File: src/hdl/pin_mux_pkg.sv
// Constants for the multipurpose pin function multiplexer.
// Shared by the pin mux top, the pin host model and the bench; no other files are assumed.
package pin_mux_pkg;

    localparam int NUM_PINS         = 4;
    localparam int ADDR_W           = 8;
    localparam int DATA_W           = 16;
    localparam int CFG_W            = 9;
    localparam int DRIVE_ENABLE_BIT = 8;
    localparam int FUNC_W           = 8;
    localparam int RATE_W           = 3;
    localparam int NUM_CTRL         = 6;

    // Register indices; the byte address is four times the index.
    localparam logic [5:0] PIN0_CFG_INDEX   = 6'h10;
    localparam logic [5:0] PIN_STATUS_INDEX = 6'h14;

    // Decoded register slots: 0 to 3 are the pin configurations.
    localparam logic [2:0] SLOT_STATUS = 3'h4;
    localparam logic [2:0] SLOT_NONE   = 3'h7;

    // Per-pin reset values: direction bit and function code.
    localparam logic [NUM_PINS-1:0][CFG_W-1:0] CFG_RESET = {
        9'h087, 9'h086, 9'h102, 9'h180
    };

    // Status register field positions.
    localparam int STAT_PIN_LSB  = 0;
    localparam int STAT_CTRL_LSB = 4;

    // Output-direction function codes.
    localparam logic [FUNC_W-1:0] FN_OUT_LOW      = 8'h00;
    localparam logic [FUNC_W-1:0] FN_OUT_HIGH     = 8'h01;
    localparam logic [FUNC_W-1:0] FN_OUT_PLL_LOCK = 8'h02;
    localparam logic [FUNC_W-1:0] FN_OUT_LOS      = 8'h80;
    localparam logic [FUNC_W-1:0] FN_OUT_CARRIER  = 8'h81;
    localparam logic [FUNC_W-1:0] FN_OUT_SLEEP    = 8'h82;
    localparam logic [FUNC_W-1:0] FN_OUT_STD_DEF  = 8'h83;
    localparam logic [FUNC_W-1:0] FN_OUT_RATE0    = 8'h84;
    localparam logic [FUNC_W-1:0] FN_OUT_RATE1    = 8'h85;
    localparam logic [FUNC_W-1:0] FN_OUT_RATE2    = 8'h86;

    // Input-direction function codes.
    localparam logic [FUNC_W-1:0] FN_IN_COAX_DISABLE  = 8'h81;
    localparam logic [FUNC_W-1:0] FN_IN_TRACE_DISABLE = 8'h82;
    localparam logic [FUNC_W-1:0] FN_IN_EQ_BYPASS     = 8'h84;
    localparam logic [FUNC_W-1:0] FN_IN_RT_BYPASS     = 8'h85;
    localparam logic [FUNC_W-1:0] FN_IN_SLEEP         = 8'h86;
    localparam logic [FUNC_W-1:0] FN_IN_DRIVER_MODE   = 8'h87;

    // Bit positions of the internal controls.
    localparam int CTRL_COAX_DISABLE  = 0;
    localparam int CTRL_TRACE_DISABLE = 1;
    localparam int CTRL_EQ_BYPASS     = 2;
    localparam int CTRL_RT_BYPASS     = 3;
    localparam int CTRL_SLEEP         = 4;
    localparam int CTRL_DRIVER_MODE   = 5;

    // Pin level to control: two synchroniser stages and one output stage.
    localparam int SYNC_STAGES = 2;

endpackage : pin_mux_pkg

File: src/hdl/pin_level_sync.sv
// Two-stage synchroniser for the multipurpose pin levels.
// Assumes asynchronous pin inputs and the core clock with an active-low reset.
`timescale 1ns/1ps
module pin_level_sync #(
    parameter int WIDTH = 4
) (
    input  wire logic             clk_sys_i,
    input  wire logic             rst_n_i,
    input  wire logic [WIDTH-1:0] pin_i,
    output logic      [WIDTH-1:0] pin_sync_o
);
    typedef struct packed {
        logic [WIDTH-1:0] stage1;
        logic [WIDTH-1:0] stage2;
    } sync_state_t;

    sync_state_t q;
    sync_state_t next_q;

    // The first stage feeds only the second, so metastability never reaches logic.
    always_comb begin
        next_q.stage1 = pin_i;
        next_q.stage2 = q.stage1;
    end

    always_ff @(posedge clk_sys_i or negedge rst_n_i) begin
        if (!rst_n_i) begin
            q <= '0;
        end else begin
            q <= next_q;
        end
    end

    assign pin_sync_o = q.stage2;

endmodule : pin_level_sync

File: src/hdl/pin_function_mux.sv
// Direction and function multiplexing for the four multipurpose pins.
// Assumes status inputs from core-clock logic and asynchronous pin levels.
//
// Our own choice: strobed register access.
`timescale 1ns/1ps
module pin_function_mux #(
    parameter logic [pin_mux_pkg::RATE_W-1:0] STD_DEF_RATE_CODE = 3'h0
) (
    input  wire logic                               CLK_SYS_I,
    input  wire logic                               RST_N_I,
    input  wire logic [pin_mux_pkg::ADDR_W-1:0]     REG_ADDR_I,
    input  wire logic [pin_mux_pkg::DATA_W-1:0]     REG_WDATA_I,
    input  wire logic                               REG_WR_I,
    input  wire logic                               REG_RD_I,
    output logic      [pin_mux_pkg::DATA_W-1:0]     REG_RDATA_O,
    input  wire logic                               PLL_LOCKED_I,
    input  wire logic                               PRIMARY_CARRIER_PRESENT_I,
    input  wire logic                               SECONDARY_CARRIER_PRESENT_I,
    input  wire logic                               SLEEP_STATUS_I,
    input  wire logic [pin_mux_pkg::RATE_W-1:0]     DETECTED_RATE_I,
    input  wire logic                               TRACE_INPUT_ACTIVE_I,
    input  wire logic [pin_mux_pkg::NUM_PINS-1:0]   PIN_IN_I,
    output logic      [pin_mux_pkg::NUM_PINS-1:0]   PIN_OUT_O,
    output logic      [pin_mux_pkg::NUM_PINS-1:0]   PIN_OE_O,
    output logic                                    COAX_PORT_DISABLE_O,
    output logic                                    TRACE_OUTPUT_DISABLE_O,
    output logic                                    EQUALIZER_BYPASS_O,
    output logic                                    RETIMER_BYPASS_O,
    output logic                                    SLEEP_REQUEST_O,
    output logic                                    DRIVER_MODE_SELECT_O
);
    import pin_mux_pkg::*;

    typedef struct packed {
        logic [NUM_PINS-1:0][CFG_W-1:0] cfg;
        logic [DATA_W-1:0]              rdata;
        logic [NUM_PINS-1:0]            pin_out;
        logic [NUM_PINS-1:0]            pin_oe;
        logic [NUM_CTRL-1:0]            ctrl;
        logic                           live;
    } mux_state_t;

    localparam mux_state_t MUX_RESET = '{
        cfg:     CFG_RESET,
        rdata:   '0,
        pin_out: '0,
        pin_oe:  '0,
        ctrl:    '0,
        live:    1'b0
    };

    mux_state_t          q;
    mux_state_t          next_q;
    logic [NUM_PINS-1:0] pin_sync;
    logic [2:0]          wr_slot;
    logic [2:0]          rd_slot;
    logic                carrier_sel;
    logic                std_def_rate;

    // Maps a byte address to a register slot; misaligned or unmapped gives none.
    function automatic logic [2:0] decode_slot(input logic [ADDR_W-1:0] addr);
        logic [5:0] idx;
        idx = addr[ADDR_W-1:2];
        if (addr[1:0] != 2'h0) begin
            return SLOT_NONE;
        end else if (idx == PIN_STATUS_INDEX) begin
            return SLOT_STATUS;
        end else if (idx >= PIN0_CFG_INDEX && idx < PIN_STATUS_INDEX) begin
            return {1'b0, 2'(idx - PIN0_CFG_INDEX)};
        end
        return SLOT_NONE;
    endfunction : decode_slot

    // Level driven by a pin in output direction; reserved codes drive low.
    function automatic logic out_level(input logic [FUNC_W-1:0] code,
                                       input logic              carrier,
                                       input logic              std_def);
        case (code)
            FN_OUT_LOW:      return 1'b0;
            FN_OUT_HIGH:     return 1'b1;
            FN_OUT_PLL_LOCK: return PLL_LOCKED_I;
            FN_OUT_LOS:      return !carrier;
            FN_OUT_CARRIER:  return carrier;
            FN_OUT_SLEEP:    return SLEEP_STATUS_I;
            FN_OUT_STD_DEF:  return std_def;
            FN_OUT_RATE0:    return DETECTED_RATE_I[0];
            FN_OUT_RATE1:    return DETECTED_RATE_I[1];
            FN_OUT_RATE2:    return DETECTED_RATE_I[2];
            default:         return 1'b0;
        endcase
    endfunction : out_level

    // Control claimed by an input-direction code; reserved codes claim none.
    function automatic logic [NUM_CTRL-1:0] in_claim(input logic [FUNC_W-1:0] code);
        logic [NUM_CTRL-1:0] mask;
        mask = '0;
        case (code)
            FN_IN_COAX_DISABLE:  mask[CTRL_COAX_DISABLE]  = 1'b1;
            FN_IN_TRACE_DISABLE: mask[CTRL_TRACE_DISABLE] = 1'b1;
            FN_IN_EQ_BYPASS:     mask[CTRL_EQ_BYPASS]     = 1'b1;
            FN_IN_RT_BYPASS:     mask[CTRL_RT_BYPASS]     = 1'b1;
            FN_IN_SLEEP:         mask[CTRL_SLEEP]         = 1'b1;
            FN_IN_DRIVER_MODE:   mask[CTRL_DRIVER_MODE]   = 1'b1;
            default:             mask = '0;
        endcase
        return mask;
    endfunction : in_claim

    pin_level_sync #(
        .WIDTH      (NUM_PINS)
    ) u_pin_sync (
        .clk_sys_i  (CLK_SYS_I),
        .rst_n_i    (RST_N_I),
        .pin_i      (PIN_IN_I),
        .pin_sync_o (pin_sync)
    );

    always_comb begin
        next_q      = q;
        // Checkers wait for this flag, as the edge that releases reset still loads reset values.
        next_q.live = 1'b1;
        wr_slot     = decode_slot(REG_ADDR_I);
        rd_slot     = decode_slot(REG_ADDR_I);
        carrier_sel = TRACE_INPUT_ACTIVE_I ? PRIMARY_CARRIER_PRESENT_I
                                           : SECONDARY_CARRIER_PRESENT_I;
        std_def_rate = (DETECTED_RATE_I == STD_DEF_RATE_CODE);

        // Bits 15:9 are not stored, so they always read back as zero.
        if (REG_WR_I && wr_slot < SLOT_STATUS) begin
            next_q.cfg[wr_slot[1:0]] = REG_WDATA_I[CFG_W-1:0];
        end

        // Read data stands for exactly one cycle; unmapped reads return zero.
        next_q.rdata = '0;
        if (REG_RD_I && rd_slot < SLOT_STATUS) begin
            next_q.rdata = {{(DATA_W-CFG_W){1'b0}}, q.cfg[rd_slot[1:0]]};
        end else if (REG_RD_I && rd_slot == SLOT_STATUS) begin
            next_q.rdata[STAT_PIN_LSB +: NUM_PINS]  = pin_sync;
            next_q.rdata[STAT_CTRL_LSB +: NUM_CTRL] = q.ctrl;
        end

        next_q.ctrl = '0;
        for (int i = 0; i < NUM_PINS; i++) begin
            next_q.pin_oe[i] = q.cfg[i][DRIVE_ENABLE_BIT];
            if (q.cfg[i][DRIVE_ENABLE_BIT]) begin
                next_q.pin_out[i] = out_level(q.cfg[i][FUNC_W-1:0], carrier_sel, std_def_rate);
            end else begin
                next_q.pin_out[i] = 1'b0;
                // Several pins claiming one control are ORed together.
                next_q.ctrl = next_q.ctrl
                            | (in_claim(q.cfg[i][FUNC_W-1:0]) & {NUM_CTRL{pin_sync[i]}});
            end
        end

        // Equalizer bypass has no meaning while the trace input is the source.
        if (TRACE_INPUT_ACTIVE_I) begin
            next_q.ctrl[CTRL_EQ_BYPASS] = 1'b0;
        end
    end

    always_ff @(posedge CLK_SYS_I or negedge RST_N_I) begin
        if (!RST_N_I) begin
            q <= MUX_RESET;
        end else begin
            q <= next_q;
        end
    end

    assign REG_RDATA_O            = q.rdata;
    assign PIN_OUT_O              = q.pin_out;
    assign PIN_OE_O               = q.pin_oe;
    assign COAX_PORT_DISABLE_O    = q.ctrl[CTRL_COAX_DISABLE];
    assign TRACE_OUTPUT_DISABLE_O = q.ctrl[CTRL_TRACE_DISABLE];
    assign EQUALIZER_BYPASS_O     = q.ctrl[CTRL_EQ_BYPASS];
    assign RETIMER_BYPASS_O       = q.ctrl[CTRL_RT_BYPASS];
    assign SLEEP_REQUEST_O        = q.ctrl[CTRL_SLEEP];
    assign DRIVER_MODE_SELECT_O   = q.ctrl[CTRL_DRIVER_MODE];

    for (genvar p = 0; p < NUM_PINS; p++) begin : g_pin_check

    end
endmodule : pin_function_mux

File: config.mk
export PLATFORM = sky130hd
export DESIGN_NAME = pin_function_mux
export DESIGN_NICKNAME = d
export VERILOG_FILES = /design/src/hdl/pin_mux_pkg.sv /design/src/hdl/pin_level_sync.sv /design/src/hdl/pin_function_mux.sv
export SDC_FILE = /design/constraint.sdc
export NUM_CORES = 1
export LEC_CHECK = 0
export ABC_AREA = 1
export BUFFER_PORTS_ARGS = -buffer_cell sky130_fd_sc_hd__buf_2
export CAP_MARGIN = 20
export CORE_ASPECT_RATIO = 0.7
export CORE_MARGIN = 3
export CORE_UTILIZATION = 50
export DETAILED_ROUTE_END_ITERATION = 16
export HOLD_SLACK_MARGIN = 0.02
export MAX_ROUTING_LAYER = met4
export PLACE_DENSITY = 0.8
export SYNTH_ARGS = -nofsm -noshare
export SYNTH_HDL_FRONTEND = slang
export SYNTH_SLANG_ARGS = --single-unit
export TNS_END_PERCENT = 50
File: constraint.sdc
create_clock -name CLK_SYS_I -period 1.65 [get_ports CLK_SYS_I]
set_input_delay 0.33 -clock CLK_SYS_I [delete_from_list [all_inputs] [get_ports CLK_SYS_I]]
set_output_delay 0.33 -clock CLK_SYS_I [all_outputs]
set_load 0.02 [all_outputs]
* Word level (Yosys, flattened, before mapping)
Index checks and enable logic that the tools add are counted.
** Cells by class
- Add/subtract/negate cells :: 1
- Order comparisons :: 5
- Eq/ne operators :: 42
- Muxes and demuxes :: 76
- Bitwise logic cells :: 7
- Reduce and logical (&&, ||, !) cells :: 8
** Operator list (count)
- equality test 8 bit (second input constant) :: 32
- two-way mux 1 bit :: 57
- bitwise mux 36 bit :: 1
- one-hot mux 1 bit (9 select lines) :: 4
- equality test 8 x 1 -> 1 bit (second input constant) :: 4
- equality test 8 x 2 -> 1 bit (second input constant) :: 4
- AND 6 bit :: 4
- two-way mux 6 bit :: 4
- two-way mux 10 bit :: 2
- binary-select mux 9 bit (select 2 bit) :: 1
- demux 9 bit (select 2 bit) :: 1
- two-way mux 9 bit :: 2
- OR 6 bit :: 3
- two-way mux 3 bit :: 4
- equality test 6 x 5 -> 1 bit (second input constant) :: 1
- >= comparator 6 x 5 -> 1 bit (second input constant) :: 1
- less-than comparator 6 x 5 -> 1 bit (second input constant) :: 1
- logical AND 1 bit :: 5
- equality test 3 bit (second input constant) :: 1
- zero test 3 bit :: 1
- less-than comparator 2 x 3 -> 1 bit (second input constant) :: 1
- less-than comparator 3 bit (second input constant) :: 1
- >= comparator 2 x 1 -> 1 bit (second input constant) :: 1
- nonzero test 2 bit :: 1
- other kinds (2) :: 2
** Storage, ports and cells
- Register bits :: 68
- Input port bits :: 40
- Output and inout port bits :: 30
- Word-level logic and storage cells :: 149

* Longest topological paths before layout
Gate-level depths: netlist of run 1.
- Depth after elaboration :: 12
- Mapped depth :: 13
- Gate-level depth less buffers :: 11

* Modules after synthesis
A second synthesis of run 1 with hierarchy kept.
** Second synthesis, totals
- Cell total of the unflattened synthesis :: 537
- Area total of the unflattened synthesis :: 4181.5 sq um
** By module, submodules not included
- pin_function_mux :: instances 1, cells an instance 529, area an instance 3981.3 sq um, seq. area each 1515.2 sq um
- pin_level_sync :: instances 1, cells an instance 8, area an instance 200.2 sq um, seq. area each 200.2 sq um

* Worst setup path after synthesis of run 1
Ideal clock, no wire load.
- Path type :: input to register
- Start point :: in REG_ADDR_I[4] (netlist name)
- End point :: reg q[47] (netlist name)
- Setup time :: 0.120 ns
- Arrival time :: 1.355 ns
- Required time :: 1.530 ns
- Slack :: 0.175 ns
- Stages :: 10
- Path buffers :: 1
- Path through :: inv_1 nor2_2 nand3_4 nand3_4 nand3_4 nor2_8 nand2_4 buf_6 nand2_1 o21ai_2
** On the way
- Word-level cells in the longest chain between the ends :: 11
- Elaborated cells between the ends (all ways) :: 18
- Classes of those cells :: 5 x order compare; 1 x eq/ne; 9 x mux; 3 x reduce/logical
** RTL lines
- start: declaration :: line pin_function_mux.sv:11 : input wire logic [pin_mux_pkg::ADDR_W-1:0] REG_ADDR_I,
- >= comparator 6 x 5 -> 1 bit or less-than comparator 6 x 5 -> 1 bit (tied branches) :: line pin_function_mux.sv:68 : end else if (idx >= PIN0_CFG_INDEX && idx < PIN_STATUS_INDEX) begin
- logical AND 1 bit :: line pin_function_mux.sv:68
- two-way mux 1 bit :: line pin_function_mux.sv:68
- two-way mux 1 bit :: line pin_function_mux.sv:66 : end else if (idx == PIN_STATUS_INDEX) begin
- two-way mux 1 bit :: line pin_function_mux.sv:64 : if (addr[1:0] != 2'h0) begin
- two-way mux 3 bit (*) :: line pin_function_mux.sv:71 : return SLOT_NONE;
- less-than comparator 2 x 3 -> 1 bit (implied by the code) or >= comparator 2 x 1 -> 1 bit (tied branches) :: line pin_function_mux.sv:130 : next_q.cfg[wr_slot[1:0]] = REG_WDATA_I[CFG_W-1:0];
- logical AND 1 bit (implied by the code) :: line pin_function_mux.sv:130
- two-way mux 9 bit (implied by the code) :: line pin_function_mux.sv:130
- demux 9 bit (select 2 bit) :: line pin_function_mux.sv:130
- bitwise mux 36 bit :: line pin_function_mux.sv:130
- end signal: assignment :: line pin_function_mux.sv:165 : q <= next_q;
- end: declaration :: line pin_function_mux.sv:52 : mux_state_t q;
Mark *: on every way between the ends. The rest lies on a longest branch, timed or not.
A chain may end at the register's enable or synchronous reset.

==> metrics.yaml, run 1 <==
run_status:
  status: "complete, no violations"
placement:
  port_buffers: 56
  gp_congestion: 0.929
  hpwl_um: 8880
drt:
  drt_pass1_iterations: 7
  routedWlPerCell_um: 16.3
  vias: 3870
  drc_errors: 0
  ant_nets: 0
  routed_wl_um: 11700
  drtIter0Drc: 351
  via_per_inst: 5.41
clocking:
  htreeDepth: 3
  cts.path.max_buffers: 2
  clkLatencyLatePin_ns: 0.34
  cts_tree: "yes"
  post-cts-setup-buffer-count: 0
  cts_inserted_buffers: 9
  cts.sinks: 68
  clk_pin_slew_ns: 0.06
  cts-root-buf: "clkbuf_16"
floorplan:
  core_region_area_um2: 8010
  fp.dieArea_um2: 9540
  rows: 27
  die_width_um: 115
  die_y_um: 82.6
  start_util: 0.524
  io_pins: 70
synth:
  ys_ff_latch: 68
  syn_area_um2: 4200
  synth_largest_area_cell: "dfrtp_1"
  synth.distinct_cells: 37
  yosysWarnings: 0
  async_flop_share: 1.00
  yosys.cell_count.top_type: "nand2_1"
  syn-mean-instance-area_um2: 7.73
  synth_edf_count: 0
  yosys-top-cells-area: "dfrtp_1 (34%), nand2_1 (16%), nand3_1 (8.1%)"
  netlist_instances: 543
  ys_seq_area_frac: 0.409
  synth_flop_cell: "dfrtp_1"
  netlist_top_cells_count: "nand2_1 (174), nand3_1 (68), inv_1 (59), dfrtp_1 (57), nor2_1 (49)"
  synth.top_cell.area_share: 0.340
cells_and_area:
  final_core_util: 0.622
  area_delta_synth_final_pct: 18.8
  num_antenna_cells: 0
  fin_nets: 650
  layout-drive-gt1-share: 0.302
timing:
  drv_slew: 0
  min_period_ns: 1.57
  max_freq_ghz: 0.638
  grt_setup_unrepaired: "yes"
  setup_viol: 0
  finalClockSkew_ns: 0.00680
  fin_crit_sh: 0.950
  hold_viol_final: 0
  finalHoldWorstSlack_ns: 0.101
power:
  power_frac_comb: 0.205
  ir_drop_v: 0.000877
  switching_share: 0.300
  p_per_area_nw_per_um2: 1060
  cellLeakagePower_uw: 0.00270
  p_sw_uw: 1580
  power.total_uw: 5270
  seqPwrFrac: 0.379
  internal_power_uw: 3690
  clkPwrFrac: 0.416
global_routing:
  grt_pass1_vias: 3589
  grt_usage: 0.269
  grt_start_max_net_pins: 69
  antenna_found_initial: 0
  grt_pass1_wl_um: 18700
  overflow: 0
worst_setup_path:
  start_kind: "flop"
  worst_ep_required_time_ns: 1.92
  endpoint_kind: "flop"
  path_class: "flop to flop"
  cp_max_fo: 5
  crit_arrival_ns: 1.84
job:
  max-cap-violations: 0
worst_hold_path:
  hp-class: "input port to flop"
layer usage:
layer  global-route usage  vias up  share of wire
li1                     -     1838              -
met1                0.380     1778           0.46
met4               0.0762        0          0.015
met2                0.394      233           0.42
met5                    -        -              0
met3               0.0546       21           0.10
critical path, cell delays in order, from the launching register on:
cell	delay, ns
dfstp_2	0.56
inv_1	0.05
nor3_2	0.14
buf_4	0.16
inv_1	0.06
nor2_1	0.14
a21oi_1	0.10
o311ai_1	0.11
buf_4	0.19
registers in the layout (all words and copies together), names as in the netlist:
name and count:
COAX_PORT_DISABLE_O 1, DRIVER_MODE_SELECT_O 1, EQUALIZER_BYPASS_O 1, PIN_OE_O 4
PIN_OUT_O 4, REG_RDATA_O 10, RETIMER_BYPASS_O 1, SLEEP_REQUEST_O 1
TRACE_OUTPUT_DISABLE_O 1, next_q 4, q 32, u_pin_sync.next_q 4
u_pin_sync.pin_sync_o 4
cells by family after synthesis:
logic type / synth area share
AOI/OAI and AO/OA: 0.0823
buffers and inverters: 0.126
DFF: 0.409
other: 0.000894
and+or+nand+nor: 0.382
layout make-up:
class	instances	area [um^2]
clock buffers	9	225
clock inverters	7	115
fillers	675	3020
inverters	59	221
multi-input cells	385	2010
flip-flops and latches	68	1720
well taps	101	126
repair buffers	87	566
repair_timing:
item | CTS | global route
gates resized for setup | 1 | 14
hold buffers | 1 | 0
endpoints found under the setup margin | 1 | 6
endpoints found under the hold margin | 3 | 0
pin swaps | 0 | 1
placed cells by master, fill, tap and decap left out, drive strengths merged:
| master | instances |
|---|---|
| nor3 | 6 |
| a22oi | 2 |
| a31oi | 1 |
| nor3b | 1 |
| o311ai | 1 |
| nand3 | 73 |
| nand3b | 1 |
| clkbuf | 9 |
| o31ai | 1 |
| clkinvlp | 2 |
| nor4 | 1 |
| conb | 6 |
| clkinv | 2 |
| o22ai | 1 |
| o21ai | 29 |
| dfstp | 11 |
| bufinv | 3 |
| dlygate4sd3 | 1 |
| inv | 59 |
| or2 | 7 |
| a41oi | 1 |
| nand2 | 182 |
| dfrtp | 57 |
| a21oi | 4 |
| buf | 86 |
| nand4 | 9 |
| nor2 | 59 |
worst paths after layout:
kind	start	end	slack, ns	cells after the start
hold / removal	PIN_IN_I[2]	u_pin_sync.next_q[2]	0.10	1
hold reg to reg	u_pin_sync.next_q[0]	u_pin_sync.pin_sync_o[0]	0.35	0
max in group asynchronous	RST_N_I	q[65]	0.77	3
min in group asynchronous	RST_N_I	REG_RDATA_O[9]	0.55	3
setup reg to reg	q[65]	DRIVER_MODE_SELECT_O	0.08	8
setup / recovery	q[65]	DRIVER_MODE_SELECT_O	0.08	8
stage by stage:
stage / area, um^2 / setup TNS (ns) / worst slack, ns / instances
global placement: 4590 / 0 / 0.00434 / 699
global route: 4980 / -0.0546 / -0.0513 / 716
detailed placement: 4590 / -0.675 / -0.0723 / 699
finish: 4980 / 0 / 0.0832 / 716
floorplan: 4210 / 0 / 0.175 / 548
CTS: 4940 / 0 / 0.0855 / 716
power groups by stage:
stage	combinational (uW)	sequential (uW)	clock, uW
after floorplan	683	1980	0
after detailed placement	1040	2010	0
after CTS	1050	1990	2220
after global routing	1200	2010	2290
after global placement	1010	2000	0
final	1080	2000	2190
(Power assumes the default switching activity.)
==> run 2: changes to the inputs <==
RECOVER_POWER = 50   (was default)
==> run 2 against run 1 <==
Compared with the run above:
- global-route usage stayed put
- critical path type unchanged
- non-clock buffer count stayed put
- power is 0.13% lower
- via count is 0.54% higher
- setup slack better by 0.0045 ns
- critical endpoint unchanged
- die area stayed put
- highest routed layer unchanged
==> metrics.yaml, run 2 (synthesized netlist as in run 1, its figures left out) <==
global_routing:
  overflow: 0  # unchanged
  grt_pass1_vias: 3589  # unchanged
  grt_usage: 0.269  # unchanged
  antenna_found_initial: 0  # unchanged
  grt_start_max_net_pins: 69  # unchanged
  grt_pass1_wl_um: 18700  # unchanged
power:
  cellLeakagePower_uw: 0.00269  # was 0.00270 uW
  ir_drop_v: 0.000876  # was 0.000877 V
  p_per_area_nw_per_um2: 1060  # about the same
worst_setup_path:
  reg2regPathDepth: 8  # unchanged
  crit_buf_inv: 4  # unchanged
  r2r_setup_slack_ns: 0.09  # was 0.08 ns
  cp_max_fo: 5  # unchanged
  max_stage_delay_ns: 0.56  # about the same
  r2r_start: "q[65]"  # unchanged
  timing.rr.end: "DRIVER_MODE_SELECT_O"  # unchanged
  cp_top_family: "flip-flops"  # unchanged
  crit_start: "q[65]"  # unchanged
  crit_arrival_ns: 1.83  # was 1.84 ns
  start_kind: "flop"  # unchanged
  cp_slowest_cell: "dfstp_2"  # unchanged
  endpoint_kind: "flop"  # unchanged
  worst_ep_required_time_ns: 1.92  # about the same
  path_class: "flop to flop"  # unchanged
  path_cells: "inv_1 > nor3_2 > buf_4 > inv_1 > nor2_1 > a21oi_1 > o311ai_1 > buf_4"  # unchanged
clocking:
  cts_inserted_buffers: 9  # unchanged
  cts.sinks: 68  # unchanged
  cts-root-buf: "clkbuf_16"  # unchanged
  htreeDepth: 3  # unchanged
  cts_tree: "yes"  # unchanged
  clkLatencyLatePin_ns: 0.34  # about the same
  cts.path.max_buffers: 2  # unchanged
  clk_pin_slew_ns: 0.06  # about the same
  post-cts-setup-buffer-count: 0  # unchanged
cells_and_area:
  area_delta_synth_final_pct: 18.4  # was 18.8%
  postLayoutCellArea_um2: 4970  # was 4980 um^2
  layout-drive-gt1-share: 0.298  # was 0.302
  fin_nets: 650  # unchanged
  num_antenna_cells: 0  # unchanged
  final_core_util: 0.620  # was 0.622
  top_register: "q"  # unchanged
  largest_reg_flops: 32  # unchanged
  fillers: 679  # was 675
  layoutNonFillerInstCount: 716  # unchanged
  final_cell_mix: "nand2_1 (174), nand3_1 (66), inv_1 (58)"  # unchanged
  mostFrequentLayoutCell: "nand2_1"  # unchanged
floorplan:
  io_pins: 70  # unchanged
  start_util: 0.524  # unchanged
  fp.dieArea_um2: 9540  # unchanged
  core_region_area_um2: 8010  # unchanged
  die_width_um: 115  # unchanged
  rows: 27  # unchanged
  die_y_um: 82.6  # unchanged
drt:
  routedWlPerCell_um: 16.3  # about the same
  ant_nets: 0  # unchanged
  met3_length_um: 1110  # was 1200 um
  met2_length_um: 4900  # was 4920 um
  drt_pass1_iterations: 5  # was 7
  via_per_inst: 5.43  # was 5.41
  drtIter0Drc: 357  # was 351
  routed_wl_um: 11700  # about the same
  vias: 3891  # was 3,870
  top_layer: "met4"  # unchanged
  met1_length_um: 5500  # was 5350 um
  drc_errors: 0  # unchanged
job:
  max-cap-violations: 0  # unchanged
timing:
  drv_slew: 0  # unchanged
  grt_setup_unrepaired: "yes"  # unchanged
  min_period_ns: 1.56  # was 1.57 ns
  finalClockSkew_ns: 0.00636  # was 0.00680 ns
  hold_viol_final: 0  # unchanged
  max_freq_ghz: 0.640  # was 0.638 GHz
  fin_crit_sh: 0.947  # was 0.950
  worst_pin_slew_ns: 0.898
  relSlewSlack: 0.401
  finalHoldWorstSlack_ns: 0.101  # about the same
  fin_ws_ns: 0.0877  # was 0.0832 ns
  setup_viol: 0  # unchanged
placement:
  place_area_um2: 4590  # unchanged
  gp_congestion: 0.929  # unchanged
  hpwl_um: 8880  # unchanged
  dp_slack_ns: -0.0723  # unchanged
  port_buffers: 56  # unchanged
  dp.cells: 699  # unchanged
run_status:
  status: "complete, no violations"  # unchanged
worst_hold_path:
  hold_depth: 1  # unchanged
  holdPathEnd: "u_pin_sync.next_q[2]"  # unchanged
  hold_path_startpoint: "PIN_IN_I[2]"  # unchanged
  hp-class: "input port to flop"  # unchanged
-- run 2: worst max-delay path by stage --
stage	to	slack, ns	depth (start not counted)
3_3_place_gp	next_q[10]	0.004	9
4_1_cts	PIN_OUT_O[2]	0.09	10
6_report	DRIVER_MODE_SELECT_O	0.09	8
2_1_floorplan	q[47]	0.17	10
5_1_grt	PIN_OUT_O[2]	-0.05	10
3_5_place_dp	next_q[10]	-0.07	10
-- run 2: stage by stage --
stage	TNS, ns	total power, uW
final	0	5260
after global routing	-0.0546	5490
after CTS	0	5250
after detailed placement	-0.675	3050
after global placement	0	3020
after floorplan	0	2660
-- run 2: power breakdown --
part           leakage [uW]  internal [uW]  switching, uW
registers          0.000874           1850            148
clock network      0.000161           1470            726
logic               0.00166            364            711
-- run 2: final cells by class --
cell class	count	area [um^2]	area share
clock buffer	9	225	0.0454
sequential	68	1720	0.345
timing repair buffer	87	549	0.111
tap	101	126	0.0254
clock inverter	7	115	0.0232
inverter	59	221	0.0446
multi-input combinational	385	2010	0.405
-- run 2: repair_timing --
item / 4_1_cts / 5_1_grt
cloned: 0 / 0
endpoints found under the hold margin: 3 / 0
endpoints found under the setup margin: 1 / 6
hold buffers: 1 / 0
pin swaps: 0 / 1
gates resized for setup: 1 / 14
-- run 2: per-layer routing --
metal | global-route usage | vias up
met1 | 0.380 | 1804
met4 | 0.0762 | 0
met5 | - | -
li1 | - | 1839
met3 | 0.0546 | 21
met2 | 0.394 | 227
